==> src/design/l2o_defines.svh <==
// Summary of operation
// [RULE1] doubler control bit 0: 0 uses the doubler before the divider, 1 bypasses it
// [RULE2] 12-bit reference divider: low byte, then bits 3:0 of the next register
// [RULE3] reference divider ratio 1 to 4095; settings 0 and 1 both divide by one
// [RULE4] 16-bit feedback divider: low byte first register, high byte the next
// [RULE5] charge pump current magnitude is the low nibble of its register
// [RULE6] detector up enable is bit 4, down enable is bit 3, independent
// [RULE7] software never sets force up (bit 2) and force down (bit 1) together
// [RULE8] oscillator divider code bits 2:1: 00 /1, 01 /2, 10 /4, 11 /8
// [RULE9] path register bit 0 enables divider and internal path, not the driver
// [RULE10] driver mode bits 5:4: CML, LVPECL, LVDS, CMOS; bit 0 enables the driver
// [RULE11] driver bits 2:1 set CML termination: off, 100 ohm, reserved, 50 ohm
// [RULE12] reserved bits and registers store and return writes, with no effect
`ifndef L2O_DEFINES_SVH
`define L2O_DEFINES_SVH

// ----------------------------------------------------------------------------
// register offsets
// ----------------------------------------------------------------------------
`define L2O_ADDR_W          16
`define L2O_NUM_REGS        12
`define L2O_BASE            16'h0031
`define L2O_LAST            16'h003C
`define L2O_OFF_MISC_A      16'h0031
`define L2O_OFF_DOUBLER     16'h0032
`define L2O_OFF_REF_LOW     16'h0033
`define L2O_OFF_REF_HIGH    16'h0034
`define L2O_OFF_FB_LOW      16'h0035
`define L2O_OFF_FB_HIGH     16'h0036
`define L2O_OFF_PUMP        16'h0037
`define L2O_OFF_PHASE_DET   16'h0038
`define L2O_OFF_OSC_PATH    16'h0039
`define L2O_OFF_DRV_A       16'h003A
`define L2O_OFF_DRV_B       16'h003B
`define L2O_OFF_MISC_B      16'h003C

// ----------------------------------------------------------------------------
// field positions
// ----------------------------------------------------------------------------
`define L2O_DBL_BYPASS_BIT  0
`define L2O_REF_HIGH_MSB    3
`define L2O_PUMP_MSB        3
`define L2O_PD_UP_EN_BIT    4
`define L2O_PD_DN_EN_BIT    3
`define L2O_PD_UP_FRC_BIT   2
`define L2O_PD_DN_FRC_BIT   1
`define L2O_PD_POL_BIT      0
`define L2O_OSC_DIV_MSB     2
`define L2O_OSC_DIV_LSB     1
`define L2O_OSC_PATH_BIT    0
`define L2O_DRV_MODE_MSB    5
`define L2O_DRV_MODE_LSB    4
`define L2O_DRV_TERM_MSB    2
`define L2O_DRV_TERM_LSB    1
`define L2O_DRV_EN_BIT      0

// ----------------------------------------------------------------------------
// reset values
// ----------------------------------------------------------------------------
`define L2O_RST_BYTE        8'h00
`define L2O_RST_REF_EFF     12'h001
`define L2O_RST_OSC_RATIO   4'h1
`define L2O_REF_UNITY       12'h001

`endif

==> src/design/l2o_pkg.sv <==
package l2o_pkg;

  typedef logic [7:0] l2o_byte_type;

  typedef enum logic [1:0] {
    L2O_DRV_CML    = 2'h0,
    L2O_DRV_LVPECL = 2'h1,
    L2O_DRV_LVDS   = 2'h2,
    L2O_DRV_CMOS   = 2'h3
  } l2o_drv_mode_type;

  typedef enum logic [1:0] {
    L2O_TERM_OFF  = 2'h0,
    L2O_TERM_100  = 2'h1,
    L2O_TERM_RSVD = 2'h2,
    L2O_TERM_50   = 2'h3
  } l2o_term_type;

  typedef struct packed {
    l2o_byte_type [11:0] regs;
    l2o_byte_type        rdata;
    logic                rvalid;
    logic [11:0]         ref_eff;
    logic [3:0]          osc_ratio;
    logic [1:0]          term100;
    logic [1:0]          term50;
  } l2o_state_type;

endpackage

==> src/design/l2o_regs.sv <==
`timescale 1ns/10ps
`include "l2o_defines.svh"

// register access arrives already decoded from the serial port framer on
// core_clk, so the access inputs are not resynchronised here
// limits a user must know:
// - the two-byte dividers are not latched; between their byte writes the
//   loop sees a mix of old and new bytes, so change them while it is idle
// - the derived ratio and termination outputs trail their fields by a cycle
// - both force bits may be set at once; this bank does not arbitrate them
// - reads of unmapped addresses answer with zero rather than being ignored
module l2o_regs (
  input  wire logic                          core_clk,
  input  wire logic                          sys_rst,
  input  wire logic                          reg_wr_en,
  input  wire logic                          reg_rd_en,
  input  wire logic [`L2O_ADDR_W-1:0]        reg_addr,
  input  wire l2o_pkg::l2o_byte_type         reg_wdata,
  output logic      [7:0]                    reg_rdata,
  output logic                               reg_rvalid,
  output logic                               doubler_bypass,
  output logic      [11:0]                   ref_div_raw,
  output logic      [11:0]                   ref_div_ratio,
  output logic      [15:0]                   fb_div,
  output logic      [3:0]                    pump_current,
  output logic                               pd_up_en,
  output logic                               pd_dn_en,
  output logic                               pd_up_force,
  output logic                               pd_dn_force,
  output logic                               pd_polarity,
  output logic      [1:0]                    osc_div_code,
  output logic      [3:0]                    osc_div_ratio,
  output logic                               osc_path_en,
  output l2o_pkg::l2o_drv_mode_type          drv_a_mode,
  output logic                               drv_a_en,
  output logic                               drv_a_term_100,
  output logic                               drv_a_term_50,
  output l2o_pkg::l2o_drv_mode_type          drv_b_mode,
  output logic                               drv_b_en,
  output logic                               drv_b_term_100,
  output logic                               drv_b_term_50
);
  import l2o_pkg::*;

  // --------------------------------------------------------------------------
  // state
  // --------------------------------------------------------------------------
  // the storage array and the registered answers live in one struct; the
  // decode and select signals below are combinational and hold no state
  l2o_state_type           s_r;
  l2o_state_type           s_nxt;
  logic [3:0]              idx;
  logic                    hit;
  logic [11:0]             wr_sel;
  l2o_byte_type            rd_byte;
  logic [11:0]             ref_raw;
  logic [11:0]             ref_eff_nxt;
  logic [3:0]              osc_ratio_nxt;
  logic [1:0]              term_a;
  logic [1:0]              term_b;

  // byte positions inside the storage array, lowest offset first
  localparam int IDX_MISC_A   = 0;
  localparam int IDX_DOUBLER  = 1;
  localparam int IDX_REF_LOW  = 2;
  localparam int IDX_REF_HIGH = 3;
  localparam int IDX_FB_LOW   = 4;
  localparam int IDX_FB_HIGH  = 5;
  localparam int IDX_PUMP     = 6;
  localparam int IDX_PD       = 7;
  localparam int IDX_OSC      = 8;
  localparam int IDX_DRV_A    = 9;
  localparam int IDX_DRV_B    = 10;
  localparam int IDX_MISC_B   = 11;

  // termination is only meaningful in CML mode; the reserved code selects none
  function automatic logic [1:0] term_decode(input l2o_byte_type drv);
    logic [1:0] t;
    t = 2'h0;
    if (drv[`L2O_DRV_MODE_MSB:`L2O_DRV_MODE_LSB] == L2O_DRV_CML) begin
      case (drv[`L2O_DRV_TERM_MSB:`L2O_DRV_TERM_LSB])
        L2O_TERM_100: t = 2'h1; // RULE11
        L2O_TERM_50:  t = 2'h2; // RULE11
        default:      t = 2'h0;
      endcase
    end
    return t;
  endfunction

  // --------------------------------------------------------------------------
  // address decode
  // --------------------------------------------------------------------------
  // every offset is matched on all sixteen bits, so an address that only
  // aliases in its low nibble can never reach a register
  always_comb begin
    hit = 1'b1;
    idx = 4'h0;
    case (reg_addr)
      // reserved head of the bank
      `L2O_OFF_MISC_A: begin
        idx = 4'(IDX_MISC_A);
      end
      // second loop
      `L2O_OFF_DOUBLER: begin
        idx = 4'(IDX_DOUBLER);
      end
      `L2O_OFF_REF_LOW: begin
        idx = 4'(IDX_REF_LOW);
      end
      `L2O_OFF_REF_HIGH: begin
        idx = 4'(IDX_REF_HIGH);
      end
      `L2O_OFF_FB_LOW: begin
        idx = 4'(IDX_FB_LOW);
      end
      `L2O_OFF_FB_HIGH: begin
        idx = 4'(IDX_FB_HIGH);
      end
      `L2O_OFF_PUMP: begin
        idx = 4'(IDX_PUMP);
      end
      `L2O_OFF_PHASE_DET: begin
        idx = 4'(IDX_PD);
      end
      // oscillator path and drivers
      `L2O_OFF_OSC_PATH: begin
        idx = 4'(IDX_OSC);
      end
      `L2O_OFF_DRV_A: begin
        idx = 4'(IDX_DRV_A);
      end
      `L2O_OFF_DRV_B: begin
        idx = 4'(IDX_DRV_B);
      end
      // reserved tail of the bank
      `L2O_OFF_MISC_B: begin
        idx = 4'(IDX_MISC_B);
      end
      // anything else lies outside the bank
      default: begin
        hit = 1'b0;
        idx = 4'h0;
      end
    endcase
  end

  // --------------------------------------------------------------------------
  // write select
  // --------------------------------------------------------------------------
  // writes outside the bank leave every select low and are dropped; the full
  // compare on idx keeps the select free of an out-of-range index
  always_comb begin
    wr_sel = 12'h000;
    for (int i = 0; i < `L2O_NUM_REGS; i++) begin
      if (reg_wr_en && hit && (idx == 4'(i))) begin
        wr_sel[i] = 1'b1; // RULE12
      end
    end
  end

  // --------------------------------------------------------------------------
  // read select
  // --------------------------------------------------------------------------
  // unmapped addresses read as zero but are still answered, so software never
  // waits on a read that misses the bank; the explicit case also keeps the
  // array index inside its bounds
  always_comb begin
    rd_byte = `L2O_RST_BYTE;
    if (hit) begin
      case (idx)
        4'h0:    rd_byte = s_r.regs[IDX_MISC_A];
        4'h1:    rd_byte = s_r.regs[IDX_DOUBLER];
        4'h2:    rd_byte = s_r.regs[IDX_REF_LOW];
        4'h3:    rd_byte = s_r.regs[IDX_REF_HIGH];
        4'h4:    rd_byte = s_r.regs[IDX_FB_LOW];
        4'h5:    rd_byte = s_r.regs[IDX_FB_HIGH];
        4'h6:    rd_byte = s_r.regs[IDX_PUMP];
        4'h7:    rd_byte = s_r.regs[IDX_PD];
        4'h8:    rd_byte = s_r.regs[IDX_OSC];
        4'h9:    rd_byte = s_r.regs[IDX_DRV_A];
        4'hA:    rd_byte = s_r.regs[IDX_DRV_B];
        4'hB:    rd_byte = s_r.regs[IDX_MISC_B];
        default: rd_byte = `L2O_RST_BYTE;
      endcase
    end
  end

  // --------------------------------------------------------------------------
  // derived settings
  // --------------------------------------------------------------------------
  assign ref_raw = {s_r.regs[IDX_REF_HIGH][`L2O_REF_HIGH_MSB:0], s_r.regs[IDX_REF_LOW]}; // RULE2

  // zero and one both mean divide by one; the reserved top nibble of the high
  // byte is stored but never reaches the ratio
  always_comb begin
    ref_eff_nxt = ref_raw;
    if (ref_raw == 12'h000) begin
      ref_eff_nxt = `L2O_REF_UNITY; // RULE3
    end
  end

  // one entry per code instead of a shift, so the ratio width is never outrun
  always_comb begin
    case (s_r.regs[IDX_OSC][`L2O_OSC_DIV_MSB:`L2O_OSC_DIV_LSB])
      2'h0:    osc_ratio_nxt = 4'h1; // RULE8
      2'h1:    osc_ratio_nxt = 4'h2; // RULE8
      2'h2:    osc_ratio_nxt = 4'h4; // RULE8
      2'h3:    osc_ratio_nxt = 4'h8; // RULE8
      default: osc_ratio_nxt = `L2O_RST_OSC_RATIO;
    endcase
  end

  // the decoded termination pair is registered with the rest of the state
  // so that the driver outputs all come from flops
  assign term_a = term_decode(s_r.regs[IDX_DRV_A]); // RULE11
  assign term_b = term_decode(s_r.regs[IDX_DRV_B]); // RULE11

  // --------------------------------------------------------------------------
  // next state
  // --------------------------------------------------------------------------
  always_comb begin
    s_nxt        = s_r;
    s_nxt.rvalid = 1'b0;
    // every byte is plain storage, reserved bits included
    for (int i = 0; i < `L2O_NUM_REGS; i++) begin
      if (wr_sel[i]) begin
        s_nxt.regs[i] = reg_wdata; // RULE12
      end
    end
    // a read in the same cycle as a write returns the old value
    if (reg_rd_en) begin
      s_nxt.rvalid = 1'b1;
      s_nxt.rdata  = rd_byte; // RULE12
    end
    // derived values are registered here, which is why they trail the fields
    s_nxt.ref_eff   = ref_eff_nxt; // RULE3
    s_nxt.osc_ratio = osc_ratio_nxt; // RULE8
    s_nxt.term100   = {term_b[0], term_a[0]}; // RULE11
    s_nxt.term50    = {term_b[1], term_a[1]}; // RULE11
  end

  // registered copy of the whole state; the reset branch loads constants only
  always_ff @(posedge core_clk or posedge sys_rst) begin
    if (sys_rst) begin
      s_r.regs      <= '0;
      s_r.rdata     <= `L2O_RST_BYTE;
      s_r.rvalid    <= 1'b0;
      s_r.ref_eff   <= `L2O_RST_REF_EFF;
      s_r.osc_ratio <= `L2O_RST_OSC_RATIO;
      s_r.term100   <= 2'h0;
      s_r.term50    <= 2'h0;
    end else begin
      s_r <= s_nxt;
    end
  end

  // --------------------------------------------------------------------------
  // outputs, all taken from flops: register port
  // --------------------------------------------------------------------------
  // rdata holds the last answer until the next read
  assign reg_rdata      = s_r.rdata;
  assign reg_rvalid     = s_r.rvalid;

  // --------------------------------------------------------------------------
  // outputs: second loop
  // --------------------------------------------------------------------------
  assign doubler_bypass = s_r.regs[IDX_DOUBLER][`L2O_DBL_BYPASS_BIT]; // RULE1
  assign ref_div_raw    = ref_raw; // RULE2
  assign ref_div_ratio  = s_r.ref_eff; // RULE3
  assign fb_div         = {s_r.regs[IDX_FB_HIGH], s_r.regs[IDX_FB_LOW]}; // RULE4
  assign pump_current   = s_r.regs[IDX_PUMP][`L2O_PUMP_MSB:0]; // RULE5
  assign pd_up_en       = s_r.regs[IDX_PD][`L2O_PD_UP_EN_BIT]; // RULE6
  assign pd_dn_en       = s_r.regs[IDX_PD][`L2O_PD_DN_EN_BIT]; // RULE6
  // both forces are passed through as written; the pump relies on software
  // never asserting them together
  assign pd_up_force    = s_r.regs[IDX_PD][`L2O_PD_UP_FRC_BIT]; // RULE7
  assign pd_dn_force    = s_r.regs[IDX_PD][`L2O_PD_DN_FRC_BIT]; // RULE7
  assign pd_polarity    = s_r.regs[IDX_PD][`L2O_PD_POL_BIT];

  // --------------------------------------------------------------------------
  // outputs: oscillator path
  // --------------------------------------------------------------------------
  assign osc_div_code   = s_r.regs[IDX_OSC][`L2O_OSC_DIV_MSB:`L2O_OSC_DIV_LSB]; // RULE8
  assign osc_div_ratio  = s_r.osc_ratio; // RULE8
  assign osc_path_en    = s_r.regs[IDX_OSC][`L2O_OSC_PATH_BIT]; // RULE9

  // --------------------------------------------------------------------------
  // outputs: driver a
  // --------------------------------------------------------------------------
  // mode codes map one to one onto the package's enum
  assign drv_a_mode     = l2o_drv_mode_type'(
                            s_r.regs[IDX_DRV_A][`L2O_DRV_MODE_MSB:`L2O_DRV_MODE_LSB]); // RULE10
  assign drv_a_en       = s_r.regs[IDX_DRV_A][`L2O_DRV_EN_BIT]; // RULE10
  assign drv_a_term_100 = s_r.term100[0]; // RULE11
  assign drv_a_term_50  = s_r.term50[0]; // RULE11

  // --------------------------------------------------------------------------
  // outputs: driver b
  // --------------------------------------------------------------------------
  assign drv_b_mode     = l2o_drv_mode_type'(
                            s_r.regs[IDX_DRV_B][`L2O_DRV_MODE_MSB:`L2O_DRV_MODE_LSB]); // RULE10
  assign drv_b_en       = s_r.regs[IDX_DRV_B][`L2O_DRV_EN_BIT]; // RULE10
  assign drv_b_term_100 = s_r.term100[1]; // RULE11
  assign drv_b_term_50  = s_r.term50[1]; // RULE11

endmodule

==> config.mk <==
export PLATFORM = sky130hd
export DESIGN_NAME = l2o_regs
export DESIGN_NICKNAME = d
export VERILOG_FILES = /design/src/design/l2o_pkg.sv /design/src/design/l2o_regs.sv
export VERILOG_INCLUDE_DIRS = /design/src /design/src/design
export SDC_FILE = /design/constraint.sdc
export NUM_CORES = 1
export LEC_CHECK = 0
export ABC_AREA = 0
export BUFFER_PORTS_ARGS = -buffer_cell sky130_fd_sc_hd__buf_2
export CORE_MARGIN = 5
export CORE_UTILIZATION = 45
export CTS_CLUSTER_DIAMETER = 40
export DETAILED_ROUTE_END_ITERATION = 10
export PLACE_DENSITY = 0.73
export SLEW_MARGIN = 20
export SYNTH_ARGS = -nofsm -noshare
export SYNTH_HDL_FRONTEND = slang
export SYNTH_SLANG_ARGS = --single-unit
==> constraint.sdc <==
create_clock -name core_clk -period 5.8 [get_ports core_clk]
set_input_delay 1.74 -clock core_clk [delete_from_list [all_inputs] [get_ports core_clk]]
set_output_delay 1.74 -clock core_clk [all_outputs]
set_load 0.01 [all_outputs]
==> results of run 1 <==
## power by group through the flow
stage / logic (mW) / registers (mW) / clock network (mW)
finish: 0.0780 / 0.874 / 1.02
global route: 0.0847 / 0.873 / 1.08
CTS: 0.0772 / 0.874 / 1.03
detailed placement: 0.0771 / 0.889 / 0
global placement: 0.0761 / 0.889 / 0
floorplan: 0.0452 / 0.889 / 0
## metal layers
layer / GRT usage, % / up-vias
met2: 31.8 / 204
li1: - / 1780
met1: 29.9 / 2097
met5: 0 / -
met4: 7.19 / 0
met3: 4.75 / 22
## registers in the layout (all words and copies together) (netlist names), 2 cells and up
register       count
ref_div_ratio     12
osc_div_ratio      4
reg_rdata          8
s_r               49
drv_a_mode         2
osc_div_code       2
pump_current       4
fb_div            16
ref_div_raw       12
drv_b_mode         2
## final cells by class
type	count	area, µm²
Fill cell	1201	6450
Sequential cell	125	3130
Multi-Input combinational cell	264	2310
Timing Repair Buffer	107	546
Clock buffer	24	482
Tap cell	176	220
Clock inverter	6	86.3
Inverter	3	13.8
## stage by stage
step | utilization (%) | hold slack (ns) | instance area [µm²]
after floorplan | - | 0.438 | 6090
after global placement | 47.0 | 0.456 | 6220
after detailed placement | 47.0 | 0.465 | 6220
after CTS | 51.2 | 0.473 | 6790
after global routing | 51.3 | 0.506 | 6790
final | 51.3 | 0.472 | 6790
## worst min path at each step
stage	startpoint	end	slack, ns	cells after the start
finish	ref_div_raw[4]	ref_div_ratio[4]	0.47	0
global route	ref_div_raw[4]	ref_div_ratio[4]	0.51	0
CTS	ref_div_raw[4]	ref_div_ratio[4]	0.47	0
detailed placement	ref_div_raw[4]	ref_div_ratio[4]	0.47	0
global placement	ref_div_raw[8]	ref_div_ratio[8]	0.46	0
floorplan	s_r[103]	drv_a_term_100	0.44	1
## worst max-delay path, stage by stage
cell     delay [ns]
buf_2          0.09
or4_1          0.67
nor3_4         0.43
nand3_1        0.25
nor3b_4        0.57
mux2_2         0.40
## cell usage after synthesis (all sizes together) (3+ instances only)
master / count / area share (%)
a22oi: 10 / 1.2
buf: 79 / 9.0
clkbuf: 23 / 1.5
and3: 4 / 0.41
a2bb2oi: 3 / 0.43
mux2: 98 / 18
a31oi: 4 / 0.41
nor4: 3 / 0.31
mux2i: 6 / 0.99
nor2b: 12 / 1.2
nor4b: 5 / 0.72
nor2: 8 / 0.62
nor3: 5 / 0.68
dfrtp: 123 / 51
or3: 3 / 0.39
nor4bb: 7 / 1.2
o21ai: 6 / 0.49
a32oi: 10 / 1.4
a22o: 4 / 0.58
nand2b: 3 / 0.31
inv: 3 / 0.18
nand3: 7 / 0.58
a21oi: 3 / 0.25
nand2: 24 / 1.5
a221oi: 5 / 0.72
## placed cells by master, fill, tap and decap left out, drive strengths merged, types with 3 or more instances in the layout
master     n
nor2b     12
nor4b      5
nor2       8
nor3       5
clkbuf    24
nand2     24
a31oi      4
clkinv     3
mux2      98
a22o       4
o21ai      6
a32oi     10
a22oi     10
nor4       3
nand2b     3
mux2i      6
buf      107
nor4bb     7
a2bb2oi    3
nand3      7
inv        3
dfrtp    123
a221oi     5
or3        3
a21oi      3
and3       4
## kinds of logic after synthesis
family	Yosys count	share of synthesized area, %
DFF	125	51.4
buffers and inverters	105	10.7
AOI/OAI and AO/OA	64	8.18
and+or+nand+nor	94	9.89
muxes	106	19.9
==> qor.txt, run 1 <==
Status = complete, no violations
Routed vias = 4103
Least-Margin Pin Slew = 0.815 ns
H-tree depth = 4
RR Endpoint = reg_rdata[3]
Post-place setup slack = 1.29 ns
# resized after CTS = 0
CP arrival = 4.16 ns
Critical Path Start = reg_addr[9]
CP required = 6.09 ns
Drt total wl = 16400 µm
Row cnt = 42
Die Wd = 126 µm
Core ar. = 13200 µm²
I/O Pins = 104
Met2 routed wirelength = 7610 µm
Antenna Cells = 0
Final slew viol count = 0
EDFF count, synth = 0
NumNets Final = 546
Final Setup Violations = 0
Mapped Avg Cell Area = 12.3 µm²
Post-DP HPWL = 11500 µm
Post-Synthesis Cells = 494
GPL Wtd Cong = 0.933
Synth Cell Area = 6090 µm²
Clock network power share = 51.7%
RSZ-0062 raised after global routing = false
Layout cells sized above 1 = 46.3%
Initial DRT Pass Iterations = 5
Peak supply drop = 0.000172 V
Final worst-path cycle share = 66.6%
Fin. Hold Viols = 0
Inst Count DP = 675
FFs w/ async S/R, synth = 100%
Mapped Nets = 522
Vias per cell = 5.82
Routed WL per cell = 23.2 µm
I/O Buffers = 103
Grt ovf = 0
Leakage power = 3.43 nW
GRT Overall Usage = 21.0%
Setup Skew = 0.0132 ns
Met3 Wirelength = 1250 µm
Final min period = 3.86 ns
First-pass GRT wire length = 25400 µm
CTS Buffer Depth = 2
Synth unique cells = 59
Root Driver = clkbuf_16
Final total negative setup slack = 0 ns
Power Dens Cells = 290 nW/µm²
Die Area = 16000 µm²
Share of power burned in registers = 44.3%
Area delta synth->final = 11.6%
Clock slew at reported path FFs = 0.05 ns
CTS Buf Count = 17
Slew HR = 45.6%
ANT nets after route = 0
Top layer in use = met4
Top_reg_cell synth = dfrtp_1
Hold Buf Count CTS = 0
Starting Density = 46.0%
Routed length on met1 = 7210 µm
Crit start category = primary input
Critical path fanouts, max = 10
Seq/Total Area, Yosys = 51.4%
Synth warnings = 0
Synth Register Bits = 125
Post-CTS Setup Bufs = 0
DRC Markers = 0
Worst hold path type = flip-flop to flip-flop
Sw Share = 21.3%
CP Capture Point = s_r[32]
NetSw = 0.421 mW
Peak Freq = 259 MHz
Total clock sinks = 125
CTS tree = yes
Setup ws final = 1.94 ns
Largest net degree at the start of global routing = 56
Total power = 1.97 mW
Gate power share = 4.0%
Antenna violations before repair = 0
Die Y = 126 µm
Max-Cap Viols = 0
Internal power component = 1.55 mW
Crit end category = flip-flop
Clock latency on the worst-skew pair = 0.42 ns
Flop2flop setup slack = 4.16 ns
Critical setup path kind = primary input to flip-flop
Reg2Reg Depth = 5
RR Startpoint = s_r[104]
Initial DRC count = 370
Final non-filler cell total = 705
Vias in the first global route = 4209
(Power assumes the default switching activity.)
==> run 2, diff against run 1 <==
- clock period: 5.8 -> 3.6 ns (I/O delays scaled with it)
==> run 2 against run 1 <==
  * Routed wire length rose by 1.0%
  * Non-clock buffer count rose by 20
  * Highest routed layer unchanged
  * Cell count rose by 2.8%
  * Utilization rose by 1.4 points
  * Final area rose by 2.8%
  * Flip-flop and latch count did not move
  * First-iteration DRC count rose by 4.9%
  * Critical path depth did not move
==> qor.txt, run 2 (synthesis results as in run 1) <==
Fin. Hold Viols = 0 (unchanged)
Leakage power = 3.55 nW (+3.6%)
Final total negative setup slack = 0 ns (unchanged)
Power Dens Cells = 463 nW/µm² (+59%)
CTS Buf Count = 17 (unchanged)
NetSw = 0.691 mW (+64%)
H-tree depth = 4 (unchanged)
Crit start category = primary input
Post-Place Cell Area = 6390 µm² (+2.8%)
RSZ-0062 raised after global routing = false
Total power = 3.23 mW (+64%)
Antenna Cells = 0 (unchanged)
Layout cells sized above 1 = 48.5% (+2.1 points)
Post-DP HPWL = 11600 µm (+0.42%)
Routed WL per cell = 22.8 µm (-1.8%)
Clock slew at reported path FFs = 0.05 ns (about the same)
Final min period = 3.06 ns
NumNets Final = 566 (+3.7%)
CTS Buffer Depth = 2 (unchanged)
First-pass GRT wire length = 25900 µm (+2.0%)
# resized after CTS = 0 (unchanged)
Drt total wl = 16600 µm (+1.0%)
Status = complete, no violations
Area delta synth->final = 14.7%
I/O Pins = 104 (unchanged)
Die Y = 126 µm (unchanged)
Vias in the first global route = 4419 (+5.0%)
Final slew viol count = 0 (unchanged)
Peak supply drop = 0.000319 V (+85%)
Largest net degree at the start of global routing = 117 (+110%)
Most common cell after layout, fill and taps aside = dfrtp_1
Internal power component = 2.54 mW (+64%)
CP required = 3.90 ns (-2.19 ns)
Initial DRC count = 388 (+4.9%)
Hold Buf Count CTS = 0 (unchanged)
Initial DRT Pass Iterations = 5 (unchanged)
Core ar. = 13200 µm² (unchanged)
ANT nets after route = 0 (unchanged)
Max-Cap Viols = 0 (unchanged)
Worst hold path type = flip-flop to flip-flop
Clock latency on the worst-skew pair = 0.42 ns (about the same)
Setup Skew = 0.00729 ns (-0.00592 ns)
Final worst-path cycle share = 85.0%
Multi-input gate area = 2310 µm² (-0.27%)
Finished layout cell area = 6980 µm² (+2.8%)
GPL Wtd Cong = 0.871 (-6.6%)
Max reg flops = 49 (unchanged)
Antenna violations before repair = 0 (unchanged)
CP peak stage delay = 0.64 ns (-0.03 ns)
GRT Overall Usage = 21.4% (+0.37 points)
FF+latch area = 3130 µm² (unchanged)
Final Setup Violations = 0 (unchanged)
Critical path fanouts, max = 10 (unchanged)
Hold_ws = 0.459 ns (-0.0129 ns)
DRC Markers = 0 (unchanged)
Most flop-heavy register = s_r
Vias per cell = 5.81 (-0.18%)
Die Area = 16000 µm² (unchanged)
Post-CTS Setup Bufs = 0 (unchanged)
Gate power share = 4.2% (+0.2 points)
Starting Density = 46.0% (unchanged)
Grt ovf = 0 (unchanged)
Total clock sinks = 125 (unchanged)
Final non-filler cell total = 725 (+2.8%)
Sw Share = 21.4% (+0.063 points)
Fill count = 1177 (-2.0%)
Row cnt = 42 (unchanged)
Slowest-stage cell, CP = or4_1
Critical setup path kind = primary input to flip-flop
Inst Count DP = 695 (+3.0%)
Root Driver = clkbuf_16
Peak Freq = 327 MHz
Clock network power share = 52.2% (+0.5 points)
Cell Chain, Critical Path = buf_2 -> or4_1 -> nor3_4 -> nand3_1 -> nor3b_4 -> mux2_2
Crit end category = flip-flop
CTS tree = yes
Slew HR = 53.2% (+7.7 points)
Commonest cells after routing, fill and taps aside = dfrtp_1 (123), buf_2 (103), mux2_2 (95), nand2_1 (24), buf_4 (22)
Routed vias = 4212 (+2.7%)
Least-Margin Pin Slew = 0.699 ns (-0.116 ns)
CP arrival = 3.36 ns (-0.80 ns)
I/O Buffers = 103 (unchanged)
Share of power burned in registers = 43.6% (-0.7 points)
Die Wd = 126 µm (unchanged)
==> run 2: cell types whose count changed in the layout (fill, tap and decap cells not counted), sizes merged <==
cell and delta:
inv -1, clkinv +1, buf +20
==> run 2: cell type report <==
cell class                      instances  area share (%)
Sequential cell                       125            44.8
Multi-Input combinational cell        264            33.1
Timing Repair Buffer                  127            10.3
Clock buffer                           24            7.19
Tap cell                              176            3.15
Clock inverter                          6            1.20
Inverter                                3           0.215
==> run 2: metrics by stage <==
step,util [%],worst slack [ns]
3_5_place_dp,48.3,0.140
2_1_floorplan,-,0.470
3_3_place_gp,48.3,0.198
5_1_grt,52.7,0.414
6_report,52.7,0.538
4_1_cts,52.7,0.574
==> run 2: power groups by stage <==
| stage | Combinational, mW | Sequential (mW) | Clock [mW] |
|---|---|---|---|
| floorplan | 0.0731 | 1.43 | 0 |
| global placement | 0.132 | 1.43 | 0 |
| detailed placement | 0.135 | 1.43 | 0 |
| CTS | 0.135 | 1.41 | 1.71 |
| global route | 0.146 | 1.41 | 1.78 |
| finish | 0.136 | 1.41 | 1.69 |
==> run 2: final timing paths <==
| kind | start | endpoint | slack (ns) | cells past startpoint |
|---|---|---|---|---|
| setup / recovery | reg_addr[9] | s_r[108] | 0.54 | 6 |
| hold / removal | ref_div_raw[10] | ref_div_ratio[10] | 0.46 | 0 |
| setup reg to reg | osc_div_code[1] | reg_rdata[2] | 1.94 | 5 |
| hold reg to reg | ref_div_raw[10] | ref_div_ratio[10] | 0.46 | 0 |
| max in group asynchronous | sys_rst | reg_rdata[6] | 2.13 | 3 |
| min in group asynchronous | sys_rst | drv_b_term_50 | 0.61 | 2 |
==> run 2: critical path: cells and delay by family <==
| family | cells | cell delay (ns) |
|---|---|---|
| AND/OR/NAND/NOR | 4 | 1.78 |
| multiplexers | 1 | 0.39 |
| buffers and inverters | 1 | 0.10 |
==> run 2: per-layer routing <==
metal | share of wire, % | global-route usage, %
met5 | 0 | 0
met4 | 2.0 | 7.44
met3 | 8.6 | 6.68
met2 | 47 | 32.6
met1 | 43 | 29.0
==> run 3, diff against run 2 <==
- CORE_UTILIZATION: 45 -> 56
- PLACE_DENSITY: 0.73 -> 0.87
- clock period: 3.6 -> 3.1 ns (I/O delays scaled with it)
==> run 3 against run 2 <==
  * Global-route usage up 4.6 points
  * Utilization rose by 13 points
  * Critical endpoint is now drv_a_mode[0]
  * Largest cell class unchanged
  * Cell count fell by 2.8%
  * Flip-flop and latch count did not move
==> qor.txt, run 3 (synthesis results as in run 1) <==
Status = complete, no violations
Routed WL per cell = 23.2 µm (+1.6%)
Worst hold path type = flip-flop to flip-flop
Most flop-heavy register = s_r
Largest net degree at the start of global routing = 126 (+7.7%)
Hold Crit Start = ref_div_raw[6]
Drt total wl = 16400 µm (-1.2%)
Die Wd = 114 µm (-9.5%)
Initial DRT Pass Iterations = 5 (unchanged)
RR Startpoint = osc_div_code[1]
Clock slew at reported path FFs = 0.06 ns (about the same)
Commonest cells after routing, fill and taps aside = dfrtp_1 (123), buf_2 (103), mux2_2 (95), buf_4 (33), nand2_1 (24)
Hold Buf Count CTS = 0 (unchanged)
Vias per cell = 6.21 (+6.8%)
# resized after CTS = 0 (unchanged)
GRT Overall Usage = 26.0% (+4.6 points)
Fill count = 802 (-32%)
RR Endpoint = reg_rdata[2]
Least-Margin Pin Slew = 0.739 ns (+0.0399 ns)
Peak supply drop = 0.000352 V (+11%)
Critical path fanouts, max = 8 (-2)
Most common cell after layout, fill and taps aside = dfrtp_1
Routed vias = 4375 (+3.9%)
CP required = 3.52 ns (-0.38 ns)
Met3 Wirelength = 1330 µm (-6.5%)
Antenna Cells = 0 (unchanged)
Grt ovf = 0 (unchanged)
Setup Skew = 0.00641 ns (-0.000877 ns)
H-tree depth = 4 (unchanged)
Final min period = 2.55 ns
Core ar. = 10700 µm² (-19%)
Hold_ws = 0.471 ns (+0.0124 ns)
DRC Markers = 0 (unchanged)
Worst hold path cell count = 0 (unchanged)
Antenna violations before repair = 0 (unchanged)
CTS tree = yes
CP arrival = 2.97 ns (-0.39 ns)
Max reg flops = 49 (unchanged)
Initial DRC count = 483 (+24%)
Met2 routed wirelength = 7620 µm (-1.7%)
Layout cells sized above 1 = 50.3% (+1.8 points)
Cell Chain, Critical Path = buf_2 -> or4_1 -> nor3_4 -> nand3_1 -> nor3b_4 -> buf_12 -> mux2_2
Top layer in use = met4
Flop2flop setup slack = 1.45 ns (-0.49 ns)
Multi-input gate area = 2310 µm² (unchanged)
Post-Place Cell Area = 6490 µm² (+1.5%)
Power Dens Cells = 544 nW/µm² (+17%)
Area delta synth->final = 16.9%
CP delay by family, top = simple AND/OR/NAND/NOR gates
Clock latency on the worst-skew pair = 0.53 ns (+0.11 ns)
Max-Cap Viols = 0 (unchanged)
Die Area = 13100 µm² (-18%)
RSZ-0062 raised after global routing = false
CP peak stage delay = 0.62 ns (-0.02 ns)
Final slew viol count = 0 (unchanged)
Peak Freq = 392 MHz
GPL Wtd Cong = 0.963 (+11%)
Post-CTS Setup Bufs = 0 (unchanged)
Row cnt = 38 (-9.5%)
ANT nets after route = 0 (unchanged)
Fin. Hold Viols = 0 (unchanged)
Reg2Reg Depth = 5 (unchanged)
I/O Pins = 104 (unchanged)
Crit end category = flip-flop
Root Driver = clkbuf_8
Die Y = 114 µm (-9.5%)
Leakage power = 3.63 nW (+2.1%)
Final non-filler cell total = 705 (-2.8%)
Total clock sinks = 125 (unchanged)
Critical setup path kind = primary input to flip-flop
Buffers and inverters on the worst path = 2 (+1)
First-pass GRT wire length = 25600 µm (-1.1%)
Finished layout cell area = 7110 µm² (+1.9%)
Slew HR = 50.0% (-3.2 points)
Final worst-path cycle share = 82.3%
NumNets Final = 580 (+2.5%)
I/O Buffers = 103 (unchanged)
Starting Density = 56.7% (+11 points)
Inst Count DP = 673 (-3.2%)
Post-DP HPWL = 11200 µm (-3.3%)
Final Setup Violations = 0 (unchanged)
Hold Path Sink = ref_div_ratio[6]
Routed length on met1 = 6650 µm (-5.7%)
Crit start category = primary input
Slowest-stage cell, CP = or4_1
CTS Buffer Depth = 2 (unchanged)
Final total negative setup slack = 0 ns (unchanged)
CTS Buf Count = 17 (unchanged)
Vias in the first global route = 4579 (+3.6%)
FF+latch area = 3130 µm² (unchanged)
run 3: routing by layer:
layer	up-vias	global-route usage, %
li1	1853	-
met1	2189	33.9
met2	277	40.0
met3	56	6.13
met4	0	14.4
met5	-	0
run 3: layout make-up:
cell class	count	share of cell area [%]
Multi-Input combinational cell	264	32.4
Inverter	3	0.211
Tap cell	140	2.46
Clock inverter	14	2.73
Sequential cell	125	44.0
Timing Repair Buffer	141	12.1
Clock buffer	18	6.01
run 3: worst register-to-register path, delay by kind of cell (launching register included):
family | cells | cell delay (ns)
flops | 1 | 0.49
simple gates | 2 | 0.19
mux | 1 | 0.52
compound gates | 2 | 0.33
run 3: how the worst max path moves through the flow:
stage / start / end / slack (ns) / cells after the start
after floorplan: reg_addr[13] / reg_rdata[6] / 0.12 / 7
after global placement: reg_addr[13] / drv_a_mode[0] / 0.1 / 7
after detailed placement: reg_addr[9] / drv_a_mode[0] / 0.04 / 7
after CTS: reg_addr[9] / drv_a_mode[0] / 0.59 / 7
after global routing: reg_addr[9] / s_r[103] / 0.47 / 7
final: reg_addr[9] / drv_a_mode[0] / 0.55 / 7
run 3: power by group:
part / switching [mW] / leakage [nW] / internal [mW]
sequential: 0.000524 / 1.73 / 1.63
clock: 0.752 / 0.289 / 1.33
combinational: 0.116 / 1.61 / 0.0435
run 3: per-stage QoR:
step,power [mW],util (%),setup WS (ns)
final,3.87,66.2,0.548
after global routing,3.97,66.2,0.470
after CTS,3.89,66.2,0.590
after detailed placement,1.82,60.4,0.0396
after global placement,1.82,60.4,0.0973
after floorplan,1.75,-,0.120
